$ cat config.mk
export PLATFORM = sky130hd
export DESIGN_NAME = bms_top
export DESIGN_NICKNAME = d
export VERILOG_FILES = /design/src/common/bms_pkg.sv /design/src/core/bms_top.sv /design/src/core/bms_sync.sv /design/src/core/bms_row_decode.sv
export VERILOG_INCLUDE_DIRS = /design/src /design/src/common
export SDC_FILE = /design/constraint.sdc
export NUM_CORES = 1
export LEC_CHECK = 0
export ABC_AREA = 1
export BUFFER_PORTS_ARGS = -buffer_cell sky130_fd_sc_hd__buf_2
export CORE_MARGIN = 2
export CORE_UTILIZATION = 52
export DETAILED_ROUTE_END_ITERATION = 6
export PLACE_DENSITY_LB_ADDON = 0.05
export SLEW_MARGIN = 5
export SYNTH_ARGS = -nofsm -noshare
export SYNTH_HDL_FRONTEND = slang
export SYNTH_SLANG_ARGS = --single-unit
$ cat constraint.sdc
create_clock -name clk -period 1.9 [get_ports clk]
set_input_delay 0.38 -clock clk [delete_from_list [all_inputs] [get_ports clk]]
set_output_delay 0.38 -clock clk [all_outputs]
set_load 0.05 [all_outputs]
$ cat src/common/bms_consts.svh
`ifndef BMS_CONSTS_SVH
`define BMS_CONSTS_SVH

// register byte offsets
`define BMS_OFF_CFG_QUAL      8'h00
`define BMS_OFF_CFG_ROWS      8'h04
`define BMS_OFF_STATUS        8'h08

// qualifier register fields
`define BMS_POS_PORT_JMP      0
`define BMS_POS_IOEXP_MODE    8
`define BMS_POS_MEMEX_MODE    10
`define BMS_POS_COMMON_ON     12
`define BMS_POS_BOOT_ON       13
`define BMS_MASK_CFG_QUAL     32'h0000_3fff

// row register fields
`define BMS_POS_ROW_FIELD     0
`define BMS_ROW_FIELD_W       4
`define BMS_POS_START_JMP     8
`define BMS_POS_END_JMP       16
`define BMS_MASK_CFG_ROWS     32'h00ff_ffff

// status register fields
`define BMS_POS_ST_BANK       0
`define BMS_POS_ST_BOOT       8
`define BMS_POS_ST_COMMON     9
`define BMS_POS_ST_BOARD      10
`define BMS_POS_ST_ROW_EN     12

// reset values: every jumper open, qualifiers ignored, no rows fitted
`define BMS_RST_CFG_QUAL      32'h0000_0000
`define BMS_RST_CFG_ROWS      32'h0000_0000
`define BMS_RST_BANK          8'h00

// synchroniser depth
`define BMS_SYNC_STAGES       2

`endif

$ cat src/common/bms_pkg.sv
package bms_pkg;

  typedef enum logic [1:0] {
    BMS_QUAL_IGNORE = 2'b00,
    BMS_QUAL_LOW    = 2'b01,
    BMS_QUAL_HIGH   = 2'b10,
    BMS_QUAL_SPARE  = 2'b11
  } bms_qual_t;

  typedef struct packed {
    logic [7:0] end_jmp;
    logic [7:0] start_jmp;
    logic [1:0] row_present;
    logic [5:0] row_bank;
    logic [7:0] port_jmp;
    bms_qual_t  ioexp_mode;
    bms_qual_t  memex_mode;
    logic       common_onboard;
    logic       boot_on_reset;
  } bms_cfg_t;

  typedef struct packed {
    logic [15:0] addr;
    logic [7:0]  data;
    logic        rd_n;
    logic        wr_n;
    logic        memrq_n;
    logic        iorq_n;
    logic        memex;
    logic        ioexp;
    logic        refresh_n;
    logic        sysreset_n;
  } bms_bus_t;

  // jumper-in reads 0, so the value is the inverse of the jumper set
  function automatic logic [7:0] bms_jumper_value(input logic [7:0] jumpers);
    bms_jumper_value = ~jumpers;
  endfunction : bms_jumper_value

  function automatic logic bms_qual_ok(input bms_qual_t mode, input logic level);
    case (mode)
      BMS_QUAL_LOW:  bms_qual_ok = ~level;
      BMS_QUAL_HIGH: bms_qual_ok = level;
      default:       bms_qual_ok = 1'b1;
    endcase
  endfunction : bms_qual_ok

endpackage : bms_pkg

$ cat src/core/bms_top.sv
// Behaviour
// - an eight-bit bank port, one bit for each selectable bank
// - up to two 64K rows; outside the common range and boot, each enabled only when its bank bit is set
// - each row is tied to exactly one chosen bank-port bit
// - bank-port access accepted only while IOEXP is at the chosen level
// - with no IOEXP polarity chosen, IOEXP is ignored for the port
// - memory answers only while MEMEX is at the chosen level
// - with no MEMEX polarity chosen, MEMEX is ignored
// - common on board: addresses in the common range enable row 0
// - common elsewhere: no memory here answers in the common range
// - boot option: system reset enables row 0 until the port is written
// - during boot, common range disables row 0 for the common memory
// - port address from eight straps, strapped reads 0, open reads 1
// - common end is strapped upper byte with low byte all ones
// - common start is strapped upper byte with low byte zero
// - the device never asserts a bus interrupt request
// - the common area stays enabled whatever bank is selected
// - IOEXP qualifies the port decode, MEMEX the memory row decode
// - rows are refreshed on refresh cycles even when not selected
//
// Chosen here: the address map and the APB interface to the registers.
`timescale 1ns/1ps
`include "bms_consts.svh"
module bms_top #(
  parameter int NUM_ROWS  = 2,
  parameter int BANK_BITS = 8
) (
  // clock and reset
  input  wire logic                 clk,
  input  wire logic                 resetn,
  // apb slave
  input  wire logic [7:0]           paddr,
  input  wire logic                 psel,
  input  wire logic                 penable,
  input  wire logic                 pwrite,
  input  wire logic [31:0]          pwdata,
  input  wire logic [3:0]           pstrb,
  output logic      [31:0]          prdata,
  output logic                      pready,
  output logic                      pslverr,
  // backplane address, data and strobes
  input  wire logic [15:0]          std_addr,
  input  wire logic [7:0]           std_data_in,
  output logic      [7:0]           std_data_out,
  output logic                      std_data_oe,
  input  wire logic                 std_rd_n,
  input  wire logic                 std_wr_n,
  input  wire logic                 std_memrq_n,
  input  wire logic                 std_iorq_n,
  input  wire logic                 std_memex,
  input  wire logic                 std_ioexp,
  input  wire logic                 std_refresh_n,
  input  wire logic                 std_sysreset_n,
  // backplane interrupt request, open drain
  output logic                      std_intrq_n_out,
  output logic                      std_intrq_n_oe,
  // memory rows
  output logic      [NUM_ROWS-1:0]  row_enable,
  output logic      [NUM_ROWS-1:0]  row_write,
  output logic      [NUM_ROWS-1:0]  row_refresh,
  output logic      [7:0]           row_wdata,
  input  wire logic [7:0]           row_rdata
);

  localparam int BUS_W = $bits(bms_pkg::bms_bus_t);

  generate
    if (NUM_ROWS < 1 || NUM_ROWS > 2) begin : g_bad_rows
      $error("bms_top supports one or two rows");
    end
    if (BANK_BITS != 8) begin : g_bad_bank
      $error("bms_top bank port must be eight bits");
    end
  endgenerate

  // register state
  logic [31:0]               cfg_qual;
  logic [31:0]               cfg_rows;
  logic [BANK_BITS-1:0]      bank;
  logic                      boot_active;
  logic                      io_wr_q;
  logic [7:0]                rdata_q;

  // synchronised bus
  bms_pkg::bms_bus_t         bus_raw;
  bms_pkg::bms_bus_t         bus;
  bms_pkg::bms_cfg_t         cfg;

  // decode wires
  logic                      apb_access;
  logic                      apb_write;
  logic                      hit_qual;
  logic                      hit_rows;
  logic                      hit_status;
  logic                      hit_any;
  logic [31:0]               strb_mask;
  logic [31:0]               status_word;
  logic [7:0]                port_addr;
  logic                      io_wr;
  logic                      io_wr_start;
  logic                      port_qual;
  logic                      port_write;
  logic                      sys_reset;
  logic                      mem_cycle;
  logic                      mem_read;
  logic                      mem_write;
  logic                      refresh_cycle;
  logic [NUM_ROWS-1:0]       row_hit;
  logic [NUM_ROWS-1:0]       present;
  logic                      in_common;
  logic                      board_ok;
  logic [NUM_ROWS-1:0]       next_row_enable;
  logic [NUM_ROWS-1:0]       next_row_write;
  logic [NUM_ROWS-1:0]       next_row_refresh;
  logic                      next_data_oe;

  // backplane inputs cross into clk through two flops
  assign bus_raw.addr       = std_addr;
  assign bus_raw.data       = std_data_in;
  assign bus_raw.rd_n       = std_rd_n;
  assign bus_raw.wr_n       = std_wr_n;
  assign bus_raw.memrq_n    = std_memrq_n;
  assign bus_raw.iorq_n     = std_iorq_n;
  assign bus_raw.memex      = std_memex;
  assign bus_raw.ioexp      = std_ioexp;
  assign bus_raw.refresh_n  = std_refresh_n;
  assign bus_raw.sysreset_n = std_sysreset_n;

  // strobes idle high so a reset does not fake a cycle
  bms_sync #(
    .WIDTH     (BUS_W),
    .RESET_VAL (64'h0000_0000_0000_00f3)
  ) u_bus_sync (
    .clk      (clk),
    .resetn   (resetn),
    .async_in (bus_raw),
    .sync_out (bus)
  );

  // configuration view of the register words
  assign cfg.port_jmp       = cfg_qual[`BMS_POS_PORT_JMP +: 8];
  assign cfg.ioexp_mode     = bms_pkg::bms_qual_t'(cfg_qual[`BMS_POS_IOEXP_MODE +: 2]);
  assign cfg.memex_mode     = bms_pkg::bms_qual_t'(cfg_qual[`BMS_POS_MEMEX_MODE +: 2]);
  assign cfg.common_onboard = cfg_qual[`BMS_POS_COMMON_ON];
  assign cfg.boot_on_reset  = cfg_qual[`BMS_POS_BOOT_ON];
  assign cfg.row_bank       = {cfg_rows[`BMS_POS_ROW_FIELD + `BMS_ROW_FIELD_W +: 3],
                               cfg_rows[`BMS_POS_ROW_FIELD +: 3]};
  assign cfg.row_present    = {cfg_rows[`BMS_POS_ROW_FIELD + `BMS_ROW_FIELD_W + 3],
                               cfg_rows[`BMS_POS_ROW_FIELD + 3]};
  assign cfg.start_jmp      = cfg_rows[`BMS_POS_START_JMP +: 8];
  assign cfg.end_jmp        = cfg_rows[`BMS_POS_END_JMP +: 8];
  assign present            = cfg.row_present[NUM_ROWS-1:0];

  // apb decode, zero wait states
  assign apb_access = psel && penable;
  assign apb_write  = apb_access && pwrite;
  assign hit_qual   = (paddr == `BMS_OFF_CFG_QUAL);
  assign hit_rows   = (paddr == `BMS_OFF_CFG_ROWS);
  assign hit_status = (paddr == `BMS_OFF_STATUS);
  assign hit_any    = hit_qual || hit_rows || hit_status;
  assign pready     = 1'b1;
  // unmapped address and writes to status are errors
  assign pslverr    = apb_access && (!hit_any || (pwrite && hit_status));

  genvar b;
  generate
    for (b = 0; b < 4; b++) begin : g_strb
      assign strb_mask[8*b +: 8] = {8{pstrb[b]}};
    end
  endgenerate

  assign status_word = {{(32 - `BMS_POS_ST_ROW_EN - NUM_ROWS){1'b0}},
                        row_enable,
                        1'b0,
                        board_ok,
                        in_common,
                        boot_active,
                        bank};

  always_comb begin
    prdata = 32'h0000_0000;
    if (psel && !pwrite) begin
      if (hit_qual) begin
        prdata = cfg_qual;
      end else if (hit_rows) begin
        prdata = cfg_rows;
      end else if (hit_status) begin
        prdata = status_word;
      end
    end
  end

  always_ff @(posedge clk or negedge resetn) begin
    if (!resetn) begin
      cfg_qual <= `BMS_RST_CFG_QUAL;
      cfg_rows <= `BMS_RST_CFG_ROWS;
    end else if (apb_write && hit_qual) begin
      cfg_qual <= (cfg_qual & ~(strb_mask & `BMS_MASK_CFG_QUAL)) |
                  (pwdata & strb_mask & `BMS_MASK_CFG_QUAL);
    end else if (apb_write && hit_rows) begin
      cfg_rows <= (cfg_rows & ~(strb_mask & `BMS_MASK_CFG_ROWS)) |
                  (pwdata & strb_mask & `BMS_MASK_CFG_ROWS);
    end
  end

  assign port_addr   = bms_pkg::bms_jumper_value(cfg.port_jmp);
  assign io_wr       = !bus.iorq_n && !bus.wr_n;
  assign io_wr_start = io_wr && !io_wr_q;
  assign port_qual   = bms_pkg::bms_qual_ok(cfg.ioexp_mode, bus.ioexp);
  assign port_write  = io_wr_start && port_qual && (bus.addr[7:0] == port_addr);
  assign sys_reset   = !bus.sysreset_n;

  always_ff @(posedge clk or negedge resetn) begin
    if (!resetn) begin
      io_wr_q <= 1'b0;
    end else begin
      io_wr_q <= io_wr;
    end
  end

  // bank port holds the written byte as is
  always_ff @(posedge clk or negedge resetn) begin
    if (!resetn) begin
      bank <= `BMS_RST_BANK;
    end else if (sys_reset) begin
      bank <= `BMS_RST_BANK;
    end else if (port_write) begin
      bank <= bus.data;
    end
  end

  // boot hold; system reset wins over a port write
  always_ff @(posedge clk or negedge resetn) begin
    if (!resetn) begin
      boot_active <= 1'b0;
    end else if (sys_reset) begin
      boot_active <= cfg.boot_on_reset;
    end else if (port_write) begin
      boot_active <= 1'b0;
    end
  end

  // memory cycle classes; refresh is never a data cycle
  assign refresh_cycle = !bus.refresh_n;
  assign mem_cycle     = !bus.memrq_n && bus.refresh_n;
  assign mem_read      = mem_cycle && !bus.rd_n;
  assign mem_write     = mem_cycle && !bus.wr_n;

  bms_row_decode #(
    .NUM_ROWS  (NUM_ROWS),
    .BANK_BITS (BANK_BITS)
  ) u_decode (
    .cfg         (cfg),
    .bank        (bank),
    .boot_active (boot_active),
    .addr        (bus.addr),
    .mem_cycle   (mem_cycle),
    .memex       (bus.memex),
    .row_hit     (row_hit),
    .in_common   (in_common),
    .board_ok    (board_ok)
  );

  assign next_row_enable  = row_hit;
  assign next_row_write   = row_hit & {NUM_ROWS{mem_write}};
  // refresh every fitted row, bank ignored
  assign next_row_refresh = present & {NUM_ROWS{refresh_cycle}};
  // drive data only on a decoded read
  assign next_data_oe     = mem_read && (|row_hit);

  always_ff @(posedge clk or negedge resetn) begin
    if (!resetn) begin
      row_enable  <= '0;
      row_write   <= '0;
      row_refresh <= '0;
      std_data_oe <= 1'b0;
    end else begin
      row_enable  <= next_row_enable;
      row_write   <= next_row_write;
      row_refresh <= next_row_refresh;
      std_data_oe <= next_data_oe;
    end
  end

  // row data registered both ways; costs one cycle of latency
  always_ff @(posedge clk or negedge resetn) begin
    if (!resetn) begin
      rdata_q   <= 8'h00;
      row_wdata <= 8'h00;
    end else begin
      rdata_q   <= row_rdata;
      row_wdata <= bus.data;
    end
  end

  assign std_data_out = rdata_q;

  assign std_intrq_n_out = 1'b1;
  assign std_intrq_n_oe  = 1'b0;

endmodule : bms_top

$ cat src/core/bms_sync.sv
`timescale 1ns/1ps
module bms_sync #(
  parameter int          WIDTH     = 1,
  parameter logic [63:0] RESET_VAL = 64'h0000_0000_0000_0000
) (
  // clock and reset
  input  wire logic             clk,
  input  wire logic             resetn,
  // asynchronous in, synchronous out
  input  wire logic [WIDTH-1:0] async_in,
  output logic      [WIDTH-1:0] sync_out
);

  logic [WIDTH-1:0] stage1;

  generate
    if (WIDTH < 1 || WIDTH > 64) begin : g_bad_width
      $error("bms_sync width out of range");
    end
  endgenerate

  // stage1 feeds only the second flop
  always_ff @(posedge clk or negedge resetn) begin
    if (!resetn) begin
      stage1   <= RESET_VAL[WIDTH-1:0];
      sync_out <= RESET_VAL[WIDTH-1:0];
    end else begin
      stage1   <= async_in;
      sync_out <= stage1;
    end
  end

endmodule : bms_sync

$ cat src/core/bms_row_decode.sv
`timescale 1ns/1ps
module bms_row_decode #(
  parameter int NUM_ROWS  = 2,
  parameter int BANK_BITS = 8
) (
  // configuration and state
  input  wire bms_pkg::bms_cfg_t   cfg,
  input  wire logic [BANK_BITS-1:0] bank,
  input  wire logic                 boot_active,
  // qualified bus view
  input  wire logic [15:0]          addr,
  input  wire logic                 mem_cycle,
  input  wire logic                 memex,
  // decode results
  output logic      [NUM_ROWS-1:0]  row_hit,
  output logic                      in_common,
  output logic                      board_ok
);

  logic [7:0] start_page;
  logic [7:0] end_page;

  assign start_page = bms_pkg::bms_jumper_value(cfg.start_jmp);
  // end page, low byte all ones
  assign end_page   = bms_pkg::bms_jumper_value(cfg.end_jmp);
  // page compare covers XX00..XXFF inclusive
  assign in_common  = (addr[15:8] >= start_page) && (addr[15:8] <= end_page);
  assign board_ok   = bms_pkg::bms_qual_ok(cfg.memex_mode, memex);

  genvar r;
  generate
    for (r = 0; r < NUM_ROWS; r++) begin : g_row
      logic [2:0] sel;
      logic       bank_hit;
      assign sel = cfg.row_bank[3*r +: 3];
      // row follows its one assigned bank bit
      assign bank_hit = cfg.row_present[r] && bank[sel];
      if (r == 0) begin : g_row0
        // common range overrides bank and boot
        assign row_hit[r] = mem_cycle && board_ok &&
                            (in_common ? cfg.common_onboard : (bank_hit || boot_active));
      end else begin : g_rown
        // common range keeps other rows quiet
        assign row_hit[r] = mem_cycle && board_ok && !in_common && bank_hit;
      end
    end
  endgenerate

endmodule : bms_row_decode

==> flow_metrics.py <==
metrics = {
    "synth": {
        "synth_top_cells_by_count": "nand2_1, dfrtp_1, inv_1, nor2_1, o21ai_1",
        "avgSynthCellArea_sq_um": 10.10,
        "synth_area_sq_um": 5384,
        "synth.distinct_cells": 31,
        "yosysMostFrequentCell": "nand2_1",
        "synthArstFlopShare_pct": 100.0,
        "yosys-top-cells-area": "dfrtp_1, nand2_1, dfstp_2",
        "yosysSeqAreaShare_pct": 63.03,
        "synth_flop_cell": "dfrtp_1",
        "synth_enable_flop_cells": 0,
        "synthCells": 533,
        "ys_ff_latch": 135,
        "netlist.top_cell.by_area": "dfrtp_1",
        "synth_top_area_share_pct": 57.17,
        "yosys_warnings": 0,
    },
    "outcome": {
        "violations": "setup timing",
        "outcome": "complete, but fails checks",
    },
    "setup_path": {
        "path_delay_family": "simple AND/OR/NAND/NOR gates",
        "path_class": "reg2out",
        "critPathMaxFanout": 2,
        "crit_arrival_ns": 2.21,
        "critPathLaunchType": "flip-flop",
        "path_buf_inv": 2,
        "path_common_cell": "nand2_1",
        "end_kind": "output port",
        "critical_path.cell_chain": "ha_4 > nand2_1 > inv_1 > nand2_1 > nand2_1 > nand2_1 > nand2_1 > nand2_2 > nand3_2 > a31oi_4 > buf_6",
        "cp_slowest_cell": "dfrtp_1",
        "critPathRequiredTime_ns": 1.52,
        "worst-r2r-setup-slack_ns": -0.18,
        "cp_slowest_stage_delay_ns": 0.44,
    },
    "global_route": {
        "grt_pass1_wl_um": 24150,
        "grt_max_degree": 40,
        "grt_pass1_vias": 4925,
        "grt_use_met2_pct": 50.18,
        "busiest_layer": "met2",
        "overflow": 0,
        "globalRouteMet3Util_pct": 6.617,
        "use_met1_pct": 33.36,
        "antenna_found_initial": 0,
        "groute.usage.overall_pct": 28.90,
    },
    "timing": {
        "clock_skew_ns": 0.006996,
        "holdWs_ns": 0.07590,
        "period_share_pct": 136.2,
        "rsz0062_at_grt": "yes",
        "final_hold_viol_count": 0,
        "period_needed_ns": 2.587,
        "setup_viol": 28,
        "tns_ns": -5.326,
        "fin_ws_ns": -0.6869,
        "fmax_mhz": 386.6,
        "final_max_slew_viol_count": 0,
    },
    "placement": {
        "port_buffers": 127,
        "gp_congestion": 0.8803,
        "dp_hpwl_um": 9131,
        "place_area_sq_um": 6832,
    },
    "route": {
        "routed_wl_um": 15960,
        "drc_errors": 0,
        "post_drt_wl_per_cell_um": 17.16,
        "drtPass1Iterations": 5,
        "drt_iter0_markers": 277,
        "viasPerCell": 5.137,
        "final_antenna_net_count": 0,
        "vias": 4777,
    },
    "cts": {
        "cts_tree": "built",
        "clock_latency_ns": 0.55,
        "clkTransAtPathRegs_ns": 0.06,
        "root_buffer": "clkbuf_8",
        "cts_sinks": 135,
        "numCtsBuffers": 17,
        "htreeDepth": 4,
        "clock_path_buffers": 2,
    },
    "min_path": {
        "hold_class": "in2reg",
    },
    "cells_and_area": {
        "diodes": 0,
        "fin_area_sq_um": 8813,
        "fin_nets": 890,
        "layout-drive-gt1-share_pct": 44.96,
        "fill_cells": 518,
        "area_delta_synth_final_pct": 63.70,
    },
    "floorplanning": {
        "die_area_sq_um": 11180,
        "initial_core_util_pct": 52.86,
        "die_y_um": 105.8,
        "ios": 148,
        "die_w_um": 105.8,
        "num_rows": 37,
        "core_area_sq_um": 10180,
    },
    "run": {
        "drv_cap": 0,
    },
    "power": {
        "total_power_mw": 7.101,
        "power_density_nw_per_um2": 805.7,
        "ir_drop_mv": 0.8244,
        "leakage_nw": 4.495,
    },
}
power breakdown:
part	internal (mW)	leakage (nW)	switching [mW]	total, mW
logic	0.231	2.53	0.351	0.582
clock network	2.20	0.294	1.25	3.46
registers	2.99	1.67	0.0703	3.06
total	5.43	4.50	1.67	7.10
kinds of logic (layout without fill, tap and decap cells):
group	Yosys count	in the layout	share of synthesized area, %
xor+xnor	8	8	1.301
compound gates	74	74	7.576
other cells	2	11	0.1395
buf+inv	89	341	7.111
flops	135	135	63.03
fa+ha+maj	20	20	4.648
simple gates	205	205	16.20
worst reg2reg max path, cell delays in order (launching register included):
cell and delay, ns:
dfrtp_1 0.39, ha_1 0.33, nand2_2 0.13, a21oi_2 0.06, nor2_2 0.15, nand3_2 0.11, buf_4 0.14, buf_4 0.13
nand2_2 0.07, nand4_1 0.24, a21oi_2 0.25
metal layers:
metal	vias to the layer above	routed length (um)
met5	-	0
met4	0	555
met3	47	954
met2	209	8600
met1	2341	5849
li1	2180	-
cell usage in the layout (no fill, tap or decap), types with 7 or more instances in the layout:
master / netlist / final
a31oi_4: 0 / 11
buf_12: 0 / 7
buf_2: 6 / 96
buf_4: 11 / 48
buf_6: 0 / 46
clkbuf_16: 0 / 16
conb_1: 2 / 11
dfrtp_1: 123 / 121
dfstp_2: 12 / 12
dlygate4sd3_1: 0 / 41
ha_1: 20 / 17
inv_1: 64 / 57
nand2_1: 139 / 93
nand2_2: 0 / 19
nand2_4: 0 / 27
nand3_1: 21 / 15
nand3_2: 4 / 9
nor2_1: 27 / 9
nor2_4: 0 / 14
o21ai_0: 21 / 19
o21ai_1: 23 / 23
layout make-up:
type / count / area, sq um / share of cell area [%]
Sequential cell: 135 / 3396 / 38.53
Multi-Input combinational cell: 318 / 2350 / 26.66
Timing Repair Buffer: 244 / 2024 / 22.97
Clock buffer: 21 / 449.2 / 5.097
Inverter: 65 / 250.2 / 2.839
Clock inverter: 11 / 173.9 / 1.973
Tap cell: 136 / 170.2 / 1.931
worst paths after layout:
path,startpoint,to,cells past startpoint
max,u_bus_sync.sync_out[27],prdata[9],11
min,pwdata[15],flip-flop,3
max reg2reg,u_bus_sync.sync_out[31],std_data_oe,10
min reg2reg,u_bus_sync.stage1[8],u_bus_sync.sync_out[8],0
max in group asynchronous,resetn,u_bus_sync.sync_out[6],3
min in group asynchronous,resetn,bank[7],2
metrics by stage:
stage,instances,setup WS (ns),utilization [%]
floorplan,542,-0.1906,-
global placement,827,-0.3099,67.08
detailed placement,827,-0.3011,67.08
CTS,920,-0.6283,84.00
global route,930,-0.7670,86.54
finish,930,-0.6869,86.54
repair_timing:
action,in CTS,in global routing
hold buffers,41,0
endpoints found under the hold margin,66,0
pin swaps,27,31
cloned,5,0
setup endpoints to repair,26,39
resized for setup,139,52
setup buffers,16,14
Power figures use the tool's default switching activity.
